File: src/core/sol_params.svh
// constants for the system option latches: bus offsets, reset values, counts
// assumes a 32-bit AHB-Lite slave with one register per aligned word
`ifndef SOL_PARAMS_SVH
`define SOL_PARAMS_SVH

// register indices as printed; the byte address is four times the index
`define SOL_IDX_LATCH_A 8'h1d
`define SOL_IDX_LATCH_B 8'h1f
`define SOL_ADDR_LATCH_A 10'h074
`define SOL_ADDR_LATCH_B 10'h07c
// lock status word, read only
`define SOL_ADDR_LOCK_STAT 10'h080

`define SOL_LATCH_A_RESET 8'h00
`define SOL_LATCH_B_RESET 8'h00

// watchdog periods in internal oscillator cycles
`define SOL_WDOG_SHORT 18'd8176
`define SOL_WDOG_LONG 18'd262128
// wake-up delays in internal oscillator cycles
`define SOL_WAKE_SHORT 13'd32
`define SOL_WAKE_LONG 13'd4096

// timebase source codes
`define SOL_TB_INTERNAL 2'h0
`define SOL_TB_RC 2'h1
`define SOL_TB_CRYSTAL 2'h2
`define SOL_TB_UNUSED 2'h3

`endif

File: src/core/sol_pkg.sv
// types for the system option latches
// assumes the constants header is included by the design file
package sol_pkg;

  typedef struct packed {
    logic watchdog_rate_select;
    logic monitor_in_sleep_enable;
    logic monitor_reset_disable;
    logic main_supply_monitor_disable;
    logic regulator_monitor_disable;
    logic short_wake_recovery;
    logic sleep_instr_enable;
    logic watchdog_disable;
  } sol_latch_a_s;

  typedef struct packed {
    logic internal_osc_sleep_disable;
    logic rc_osc_sleep_enable;
    logic crystal_osc_sleep_enable;
    logic timebase_source_hi;
    logic timebase_source_lo;
    logic [1:0] spare;
    logic serial_port_clock_select;
  } sol_latch_b_s;

  // one captured AHB address phase
  typedef struct packed {
    logic valid;
    logic write;
    logic [9:0] addr;
  } sol_bus_phase_s;

  // oscillators that keep running while the device sleeps
  typedef struct packed {
    logic internal_osc;
    logic rc_osc;
    logic crystal_osc;
  } sol_osc_run_s;

endpackage : sol_pkg

File: src/core/sol_option_latches.sv
// system option latches: two write-once 8-bit option registers on AHB-Lite
// assumes one bus clock, asynchronous active-low reset, single-word transfers;
// the supply monitor reset request arrives asynchronously and is synchronised
//
// Function
// - each option register takes only the first software write after reset.
// - reset forces every bit of both option registers to zero.
// - reads return current contents at any time, locked or not.
// - watchdog period is 8176 cycles with rate select set, else 262128.
// - monitor keeps running in stop only if sleep bit set and a circuit enabled.
// - monitor reset disable blocks the monitor reset, else it passes through.
// - each supply monitor disable bit turns off its own low-voltage circuit.
// - wake-up takes 32 cycles with short recovery set, else 4096.
// - leaving stop through the reset pin always uses the long recovery.
// - stop instruction executes when enabled, else is an illegal opcode.
// - watchdog disable bit set turns the watchdog off, clear turns it on.
// - internal oscillator stops in sleep when its sleep disable bit is set.
// - rc oscillator keeps running in sleep when its enable bit is set.
// - crystal oscillator keeps running in sleep when its enable bit is set.
// - timebase source field selects internal, rc or crystal; code 11 unused.
// - serial port clock select set picks bus clock, clear the oscillator clock.
//
// The register offsets and register access over AHB-Lite were decided locally.
`timescale 1ns/1ps
`default_nettype none
`include "sol_params.svh"

module sol_option_latches
  import sol_pkg::*;
(
  input wire logic hclk, // bus clock, 20 MHz
  input wire logic hresetn, // asynchronous reset, active low
  input wire logic hsel, // slave select
  input wire logic [31:0] haddr, // byte address
  input wire logic [1:0] htrans, // transfer type
  input wire logic hwrite, // write when high
  input wire logic [2:0] hsize, // transfer size
  input wire logic hready, // bus ready in
  input wire logic [31:0] hwdata, // write data
  output logic [31:0] hrdata, // read data
  output logic hreadyout, // always ready
  output logic hresp, // always okay
  input wire logic stop_mode, // device is in stop mode
  input wire logic stop_opcode, // stop instruction decoded, one-cycle pulse
  input wire logic wake_by_reset_pin, // stop is being left through the reset pin
  input wire logic monitor_reset_request, // raw reset request from the supply monitor
  output logic watchdog_enable, // watchdog runs
  output logic [17:0] watchdog_period, // watchdog timeout in oscillator cycles
  output logic main_supply_monitor_on, // main-supply low-voltage circuit powered
  output logic regulator_monitor_on, // regulated-supply low-voltage circuit powered
  output logic monitor_reset, // monitor reset passed to the system reset
  output logic [12:0] wake_delay, // stop recovery in oscillator cycles
  output logic stop_accept, // stop instruction executes, pulse
  output logic illegal_opcode, // stop instruction refused, pulse
  output sol_osc_run_s osc_sleep_run, // oscillators kept alive in stop
  output logic [1:0] timebase_source_clock, // timebase clock select
  output logic serial_port_clock_select // serial port from bus clock when high
);

  sol_latch_a_s latch_a;
  sol_latch_b_s latch_b;
  logic lock_a;
  logic lock_b;
  sol_bus_phase_s phase;
  logic mon_req_meta;
  logic mon_req_sync;
  logic take_phase;
  logic wr_a;
  logic wr_b;
  logic [31:0] next_hrdata;
  logic [9:0] addr_now;
  logic any_monitor_on;

  // byte-address decode, shared by the read path and the write path
  function automatic logic [1:0] sol_decode(input logic [9:0] a);
    sol_decode = 2'b00;
    if (a == `SOL_ADDR_LATCH_A)
      sol_decode = 2'b01;
    else if (a == `SOL_ADDR_LATCH_B)
      sol_decode = 2'b10;
    else if (a == `SOL_ADDR_LOCK_STAT)
      sol_decode = 2'b11;
  endfunction : sol_decode

  // upper address bits must be zero, so the page is not aliased
  function automatic logic sol_in_page(input logic [31:0] a);
    sol_in_page = (a[31:10] == 22'h000000);
  endfunction : sol_in_page

  // register b stores no spare bits, so they always read back as zero
  function automatic sol_latch_b_s sol_pack_b(input logic [7:0] d);
    sol_pack_b = {d[7:3], 2'b00, d[0]};
  endfunction : sol_pack_b

  // a circuit stays powered unless disabled; in stop it also needs the sleep bit
  function automatic logic sol_monitor_power(input logic circuit_disable, input logic in_stop,
    input logic sleep_enable, input logic any_on);
    sol_monitor_power = !circuit_disable && (!in_stop || (sleep_enable && any_on));
  endfunction : sol_monitor_power

  assign take_phase = hsel && htrans[1] && hready;
  assign addr_now = haddr[9:0];

  // a write lands in its data phase, only while the register is unlocked
  assign wr_a = phase.valid && phase.write && (sol_decode(phase.addr) == 2'b01) && !lock_a;
  assign wr_b = phase.valid && phase.write && (sol_decode(phase.addr) == 2'b10) && !lock_b;

  always_ff @(posedge hclk or negedge hresetn)
  begin
    if (!hresetn)
      phase <= '0;
    else if (hready)
    begin
      phase.valid <= take_phase && sol_in_page(haddr);
      phase.write <= hwrite;
      phase.addr <= addr_now;
    end
  end

  // option register a
  always_ff @(posedge hclk or negedge hresetn)
  begin
    if (!hresetn)
    begin
      latch_a <= `SOL_LATCH_A_RESET;
      lock_a <= 1'b0;
    end
    else if (wr_a)
    begin
      latch_a <= hwdata[7:0];
      lock_a <= 1'b1;
    end
  end

  // option register b; the two spare bits are not stored
  always_ff @(posedge hclk or negedge hresetn)
  begin
    if (!hresetn)
    begin
      latch_b <= `SOL_LATCH_B_RESET;
      lock_b <= 1'b0;
    end
    else if (wr_b)
    begin
      latch_b <= sol_pack_b(hwdata[7:0]);
      lock_b <= 1'b1;
    end
  end

  // read data is prepared in the address phase so it stands in the data phase;
  // a write still in its data phase is forwarded so a read right behind it sees it
  always_comb
  begin
    next_hrdata = 32'h00000000;
    case (sol_decode(addr_now))
      2'b01:
        next_hrdata[7:0] = wr_a ? hwdata[7:0] : latch_a;
      2'b10:
        next_hrdata[7:0] = wr_b ? sol_pack_b(hwdata[7:0]) : latch_b;
      2'b11:
        next_hrdata[1:0] = {lock_b | wr_b, lock_a | wr_a};
      default:
        next_hrdata = 32'h00000000;
    endcase
    if (!sol_in_page(haddr))
      next_hrdata = 32'h00000000;
  end

  always_ff @(posedge hclk or negedge hresetn)
  begin
    if (!hresetn)
      hrdata <= 32'h00000000;
    else if (take_phase && !hwrite)
      hrdata <= next_hrdata;
  end

  // zero-wait slave: never stalls, never errors
  always_ff @(posedge hclk or negedge hresetn)
  begin
    if (!hresetn)
    begin
      hreadyout <= 1'b1;
      hresp <= 1'b0;
    end
    else
    begin
      hreadyout <= 1'b1;
      hresp <= 1'b0;
    end
  end

  // the monitor request comes from analog logic with no relation to hclk
  always_ff @(posedge hclk or negedge hresetn)
  begin
    if (!hresetn)
    begin
      mon_req_meta <= 1'b0;
      mon_req_sync <= 1'b0;
    end
    else
    begin
      mon_req_meta <= monitor_reset_request;
      mon_req_sync <= mon_req_meta;
    end
  end

  // watchdog controls
  always_ff @(posedge hclk or negedge hresetn)
  begin
    if (!hresetn)
    begin
      watchdog_enable <= 1'b0;
      watchdog_period <= `SOL_WDOG_LONG;
    end
    else
    begin
      watchdog_enable <= !latch_a.watchdog_disable;
      watchdog_period <= latch_a.watchdog_rate_select ? `SOL_WDOG_SHORT : `SOL_WDOG_LONG;
    end
  end

  assign any_monitor_on = !latch_a.main_supply_monitor_disable || !latch_a.regulator_monitor_disable;

  // supply monitor power; in stop the circuits stay up only on request
  always_ff @(posedge hclk or negedge hresetn)
  begin
    if (!hresetn)
    begin
      main_supply_monitor_on <= 1'b0;
      regulator_monitor_on <= 1'b0;
    end
    else
    begin
      main_supply_monitor_on <= sol_monitor_power(latch_a.main_supply_monitor_disable, stop_mode,
        latch_a.monitor_in_sleep_enable, any_monitor_on);
      regulator_monitor_on <= sol_monitor_power(latch_a.regulator_monitor_disable, stop_mode,
        latch_a.monitor_in_sleep_enable, any_monitor_on);
    end
  end

  // monitor reset gate; software must block this before stop if the monitor will be off
  always_ff @(posedge hclk or negedge hresetn)
  begin
    if (!hresetn)
      monitor_reset <= 1'b0;
    else
      monitor_reset <= mon_req_sync && !latch_a.monitor_reset_disable;
  end

  // stop recovery; the short delay undercuts the monitor turn-on time
  always_ff @(posedge hclk or negedge hresetn)
  begin
    if (!hresetn)
      wake_delay <= `SOL_WAKE_LONG;
    else if (wake_by_reset_pin)
      wake_delay <= `SOL_WAKE_LONG;
    else
      wake_delay <= latch_a.short_wake_recovery ? `SOL_WAKE_SHORT : `SOL_WAKE_LONG;
  end

  // stop instruction gating, one pulse per decoded instruction
  always_ff @(posedge hclk or negedge hresetn)
  begin
    if (!hresetn)
    begin
      stop_accept <= 1'b0;
      illegal_opcode <= 1'b0;
    end
    else
    begin
      stop_accept <= stop_opcode && latch_a.sleep_instr_enable;
      illegal_opcode <= stop_opcode && !latch_a.sleep_instr_enable;
    end
  end

  // oscillators kept alive in stop; the oscillators themselves sit elsewhere
  always_ff @(posedge hclk or negedge hresetn)
  begin
    if (!hresetn)
      osc_sleep_run <= '0;
    else
    begin
      osc_sleep_run.internal_osc <= !latch_b.internal_osc_sleep_disable;
      osc_sleep_run.rc_osc <= latch_b.rc_osc_sleep_enable;
      osc_sleep_run.crystal_osc <= latch_b.crystal_osc_sleep_enable;
    end
  end

  // timebase clock select; code 11 is passed on and left to the mux to ignore
  always_ff @(posedge hclk or negedge hresetn)
  begin
    if (!hresetn)
      timebase_source_clock <= `SOL_TB_INTERNAL;
    else
      timebase_source_clock <= {latch_b.timebase_source_hi, latch_b.timebase_source_lo};
  end

  // serial port clock select; the glitch-free switch belongs to the clock mux
  always_ff @(posedge hclk or negedge hresetn)
  begin
    if (!hresetn)
      serial_port_clock_select <= 1'b0;
    else
      serial_port_clock_select <= latch_b.serial_port_clock_select;
  end

endmodule : sol_option_latches

`default_nettype wire

File: config.mk
export PLATFORM = sky130hd
export DESIGN_NAME = sol_option_latches
export DESIGN_NICKNAME = d
export VERILOG_FILES = /design/src/core/sol_pkg.sv /design/src/core/sol_option_latches.sv
export VERILOG_INCLUDE_DIRS = /design/src /design/src/core
export SDC_FILE = /design/constraint.sdc
export NUM_CORES = 1
export LEC_CHECK = 0
export BUFFER_PORTS_ARGS = -buffer_cell sky130_fd_sc_hd__buf_2
export CORE_MARGIN = 8
export CORE_UTILIZATION = 40
export CTS_CLUSTER_DIAMETER = 200
export CTS_CLUSTER_SIZE = 24
export DETAILED_ROUTE_END_ITERATION = 7
export PLACE_DENSITY_LB_ADDON = 0.1
export SLEW_MARGIN = 20
export SYNTH_ARGS = -nofsm -noshare
export SYNTH_HDL_FRONTEND = slang
export SYNTH_SLANG_ARGS = --single-unit
File: constraint.sdc
create_clock -name hclk -period 1.88 [get_ports hclk]
set_input_delay 0.564 -clock hclk [delete_from_list [all_inputs] [get_ports hclk]]
set_output_delay 0.564 -clock hclk [all_outputs]
set_load 0.01 [all_outputs]
After elaboration in Yosys (flattened, before gate mapping)
Cells that the tools add are included.

Bits in writable memories: 0. Register bits: 107. Logic and storage cells: 91. Memories: 0. Output and inout bits: 77. ROM bits: 0. Latch bits: 0. Input bits: 78.

Div/mod/pow operators: 0. $add $sub $neg: 0. Shift-type cells: 0. Multipliers: 0. Equal/unequal tests: 11. Magnitude comparators: 0. Bitwise gates (word level): 2. Reductions and logical operators: 28. Mux-type cells: 14.

Operators by type and width (count): equality test 10 x 7 -> 1 bit, second input constant (4); two-way mux 13 bit (2); two-way mux 8 bit (3); zero test 22 bit (1); equality test 10 x 8 -> 1 bit, second input constant (2); two-way mux 18 bit (1); logical AND 1 bit (15); two-way mux 2 bit (6); case mux 6 bit (2 select lines) (1); zero test 1 bit (10); equality test 2 bit, second input constant (3); case mux 2 bit (3 select lines) (1); equality test 2 x 1 -> 1 bit, second input constant (2); logical OR 1 bit (2); OR 1 bit (2).

Longest topological paths before layout
Word-level depth: 10. Gate-level depth with buffers: 6. Mapped depth without buffers: 5.

Worst setup path after synthesis
OpenSTA, ideal clock, no wires.

Kind: reg-to-reg. From: reg phase[8] (netlist bit). To: reg hrdata[0]. Setup slack: 140 ps. Clock period less this slack: 1740 ps. Data required time: 1758 ps. Library setup time: 122 ps. Path buffers: 1. Arrival time: 1618 ps. Stages on the path, launching flop included: 7. Cell sequence: dfrtp_1 -> and4bb_4 -> and4_4 -> buf_6 -> mux2i_1 -> o221ai_1 -> a32o_1.

Cells in the longest elaborated chain, start to end: 10. Elaborated cells between the ends (all ways): 17. Those cells by class: eq/ne: 5; mux: 7; bitwise: 1; reduce/logical: 4.

RTL lines: start: declaration (RTL line sol_option_latches.sv:64) `sol_bus_phase_s phase;`; equality test 10 x 8 -> 1 bit (no line); two-way mux 2 bit (RTL line sol_option_latches.sv:81) `` else if (a == `SOL_ADDR_LOCK_STAT) ``; two-way mux 2 bit (RTL line sol_option_latches.sv:79) `` else if (a == `SOL_ADDR_LATCH_B) ``; two-way mux 2 bit (*) (RTL line sol_option_latches.sv:77) `` if (a == `SOL_ADDR_LATCH_A) ``; equality test 2 x 1 -> 1 bit or equality test 2 bit (tied branches) (RTL line sol_option_latches.sv:105, sol_option_latches.sv:106); logical AND 1 bit (on tied branches) (2 in a row) (RTL line sol_option_latches.sv:105, sol_option_latches.sv:106); OR 1 bit (tied with other cells) (RTL line sol_option_latches.sv:161) `next_hrdata[1:0] = {lock_b | wr_b, lock_a | wr_a};`; case mux 2 bit (3 select lines) (*) (RTL line sol_option_latches.sv:155) `case (sol_decode(addr_now))`; two-way mux 8 bit (*) (RTL line sol_option_latches.sv:165) `if (!sol_in_page(haddr))`; end signal: assignment (RTL line sol_option_latches.sv:174) `hrdata <= next_hrdata;`; end: declaration (RTL line sol_option_latches.sv:40) `output logic [31:0] hrdata,`.

Mark *: on every way between the ends. The rest lies on a longest branch, timed or not. A chain may end at the register's enable or synchronous reset.

Worst setup path in the final report
From: reg phase[9] (netlist bit). To: reg hrdata[7].

Cells in the longest elaborated chain, start to end: 10. Elaborated cells between the ends (all ways): 16. Those cells by class: eq/ne: 5; mux: 7; reduce/logical: 4.

RTL lines (RTL line): equality test 10 x 8 -> 1 bit (no line); two-way mux 2 bit (sol_option_latches.sv:81); two-way mux 2 bit (sol_option_latches.sv:79); two-way mux 2 bit (*) (sol_option_latches.sv:77); equality test 2 bit or equality test 2 x 1 -> 1 bit (tied branches) (sol_option_latches.sv:106, sol_option_latches.sv:105); logical AND 1 bit (on tied branches) (2 in a row) (sol_option_latches.sv:106, sol_option_latches.sv:105); two-way mux 8 bit (on tied branches); case mux 6 bit (2 select lines) (*) (sol_option_latches.sv:155); two-way mux 8 bit (*) (sol_option_latches.sv:165).

Marks and branches as above.

==> results.cfg <==
[grt]
grt_use_met1 = 0.134
grt_start_max_net_pins = 29
grt_pass1_vias = 2030
use_met3 = 0.0464
busiest_layer = met2
grt_use_met2 = 0.204
grt_pass1_wl_mm = 9.57
antenna_found_initial = 0
track_usage = 0.117
gr-total-overflow = 0

[die]
core_um2 = 6830
fp.dieW_um = 100
fp.dieH_um = 100
die_area_um2 = 10100
io_pins = 155
rows = 30
start_util = 0.417

[final_layout]
area_delta_synth_final_pct = 21.8
diodes = 0
nNetsFinal = 403
final_cells = 422
drive_gt1_frac = 0.482

[logic_synthesis]
async_reset_ff_frac = 1.00
synth_area_per_cell_um2 = 12.5
synth_xor_area_frac = 0
yosys.area_share.adder = 0
ys.flop_type = dfrtp_1
syn_inst = 228
muxShareOfSynthArea = 0.104
synthSimpleGateAreaFrac = 0.205
ys_top_cells_by_area = dfrtp_1, buf_4, mux2_2
ys_types = 45
synth_top_family_by_area = simple AND/OR/NAND/NOR gates
ys_seq_elements = 55
ys_seq_area_frac = 0.484
synth_area_um2 = 2850
synth.most_common_cell = buf_4
synth_edf_count = 0
synth_compound_area_frac = 0.0453
synth_top_area_cell = dfrtp_1
synth_top_area_frac = 0.466
yosysWarningCount = 0
synthTopCellsByCount = buf_4, dfrtp_1, mux2_2

[timing]
fin_crit_ns = 1.84
finalHoldViolCount = 0
max_freq_mhz = 542
rsz0062_at_grt = true
post-route-period-util = 0.981
hold_slack_ns = 0.155
final.setup.worst_slack_ns = 0.0351
finalSetupViolations = 0
drv_slew = 0
tns_ns = 0
fin_worst_skew_ns = 0.00839

[cts]
numCtsBuffers = 5
clkTransAtPathRegs_ns = 0.10
htreeDepth = 2
cts.sinks = 55
cts-root-buf = clkbuf_8
worstSkewPairLatency_ns = 0.30
clockBufferDepth = 2
cts_tree = built

[setup_path]
critPathLaunch = phase[9]
crit_type = reg2reg
critPathLaunchType = flop
reg2reg_setup_slack_ns = 0.04
critPathCaptureType = flop
worst-path-max-fanout = 5
worstSetupEndpoint = hrdata[7]
path_depth = 6
arrival_ns = 2.04
path_cells = and4bb_4, and4_4, buf_12, mux2_2, a22oi_2, nand2_1
cpPeakStageDelay_ns = 0.38
reg2reg_to = hrdata[7]
crit_family = simple AND/OR/NAND/NOR gates
path_buf_inv = 1
crit_slowest_cell = dfrtp_1
reg2reg_depth = 6
reg2reg_from = phase[9]
worstPathRequired_ns = 2.07

[status]
status = finished clean

[place]
dpl.cell_count = 411
place_ws_ns = -0.104
hpwl_mm = 5.02
place_congestion = 0.811
port_buffers = 76

[power_and_ir_drop]
leakagePower_nw = 1.81
powerDensity_nw_per_um2 = 663
vdd_ir_drop_max_uv = 255

[drt]
routed_wirelength_mm = 5.98
drcViolationCount = 0
vias = 1820
drt_iter0_drc = 25
drt_first_pass_iters = 4
viasPerCell = 4.31
drt-wirelength-per-cell_um = 14.2
ant_nets = 0

[run]
max-cap-violations = 0

[worst_hold_path]
hold_class = in2async
worst min-delay path by stage:
| stage | cells past startpoint | to | startpoint | slack (ns) |
|---|---|---|---|---|
| global route | 1 | stop_accept | hresetn | 0.17 |
| finish | 1 | stop_accept | hresetn | 0.16 |
| detailed placement | 0 | mon_req_sync | mon_req_meta | 0.34 |
| global placement | 0 | mon_req_sync | mon_req_meta | 0.34 |
| floorplan | 0 | hrdata[0] | hresetn | 0.27 |
| CTS | 1 | monitor_reset | hresetn | 0.17 |
power breakdown:
| part | internal [mW] | switching, mW | leakage [nW] |
|---|---|---|---|
| Sequential | 1.23 | 0.0206 | 0.698 |
| Combinational | 0.114 | 0.164 | 1.06 |
| Clock | 0.398 | 0.374 | 0.0514 |
| Total | 1.74 | 0.559 | 1.81 |
per-stage QoR:
stage	util	total power, mW	instance area (µm²)
2_1_floorplan	-	1.48	3030
3_3_place_gp	0.482	1.54	3290
3_5_place_dp	0.482	1.55	3290
4_1_cts	0.498	2.33	3400
5_1_grt	0.507	2.41	3470
6_report	0.507	2.30	3470
routing by layer:
layer | up-vias | share of wire
met2 | 70 | 0.49
li1 | 880 | -
met5 | - | 0
met1 | 864 | 0.42
met3 | 6 | 0.084
met4 | 0 | 0.0045
registers in the layout, indices dropped and copies added (netlist names), 2 cells and up:
name and cells:
phase 12, hrdata 8, latch_a 8, latch_b 8
osc_sleep_run 3, timebase_source_clock 2, wake_delay 2
timing repair:
item / CTS / global route
buffers inserted: 0 / 3
setup endpoints to repair: 0 / 6
resized for setup: 0 / 8
hold buffers: 0 / 0
placed cells by master (no fill, tap or decap), drive strengths merged, types with 6 or more instances in the layout:
cell	synthesis	routed
buf	56	99
dfrtp	53	53
conb	2	50
mux2	23	23
nand2	16	16
nor4	8	8
inv	7	7
nor2b	6	6
a22oi	6	6
clkbuf	1	6
kinds of logic (layout without fill, tap and decap cells):
kind of cell / Yosys count / count (layout)
AO/OA/AOI/OAI: 15 / 15
buffers and inverters: 64 / 114
flip-flops: 55 / 55
multiplexers: 26 / 26
other: 2 / 50
AND/OR/NAND/NOR: 66 / 66
worst reg2reg max path, delay by kind of cell, from the launching register on:
kind	cells	cell delay [ns]
simple gates	3	0.73
flops	1	0.38
mux	1	0.34
compound gates	1	0.15
buf+inv	1	0.13
final cells by class:
type | count | area [µm²]
well taps | 96 | 120
inverters | 7 | 26.3
clock buffers | 6 | 72.6
clock inverters | 2 | 37.5
multi-input cells | 157 | 1240
fillers | 667 | 3370
flip-flops and latches | 55 | 1380
repair buffers | 99 | 591
No activity file was read; power rests on OpenSTA's default activity.
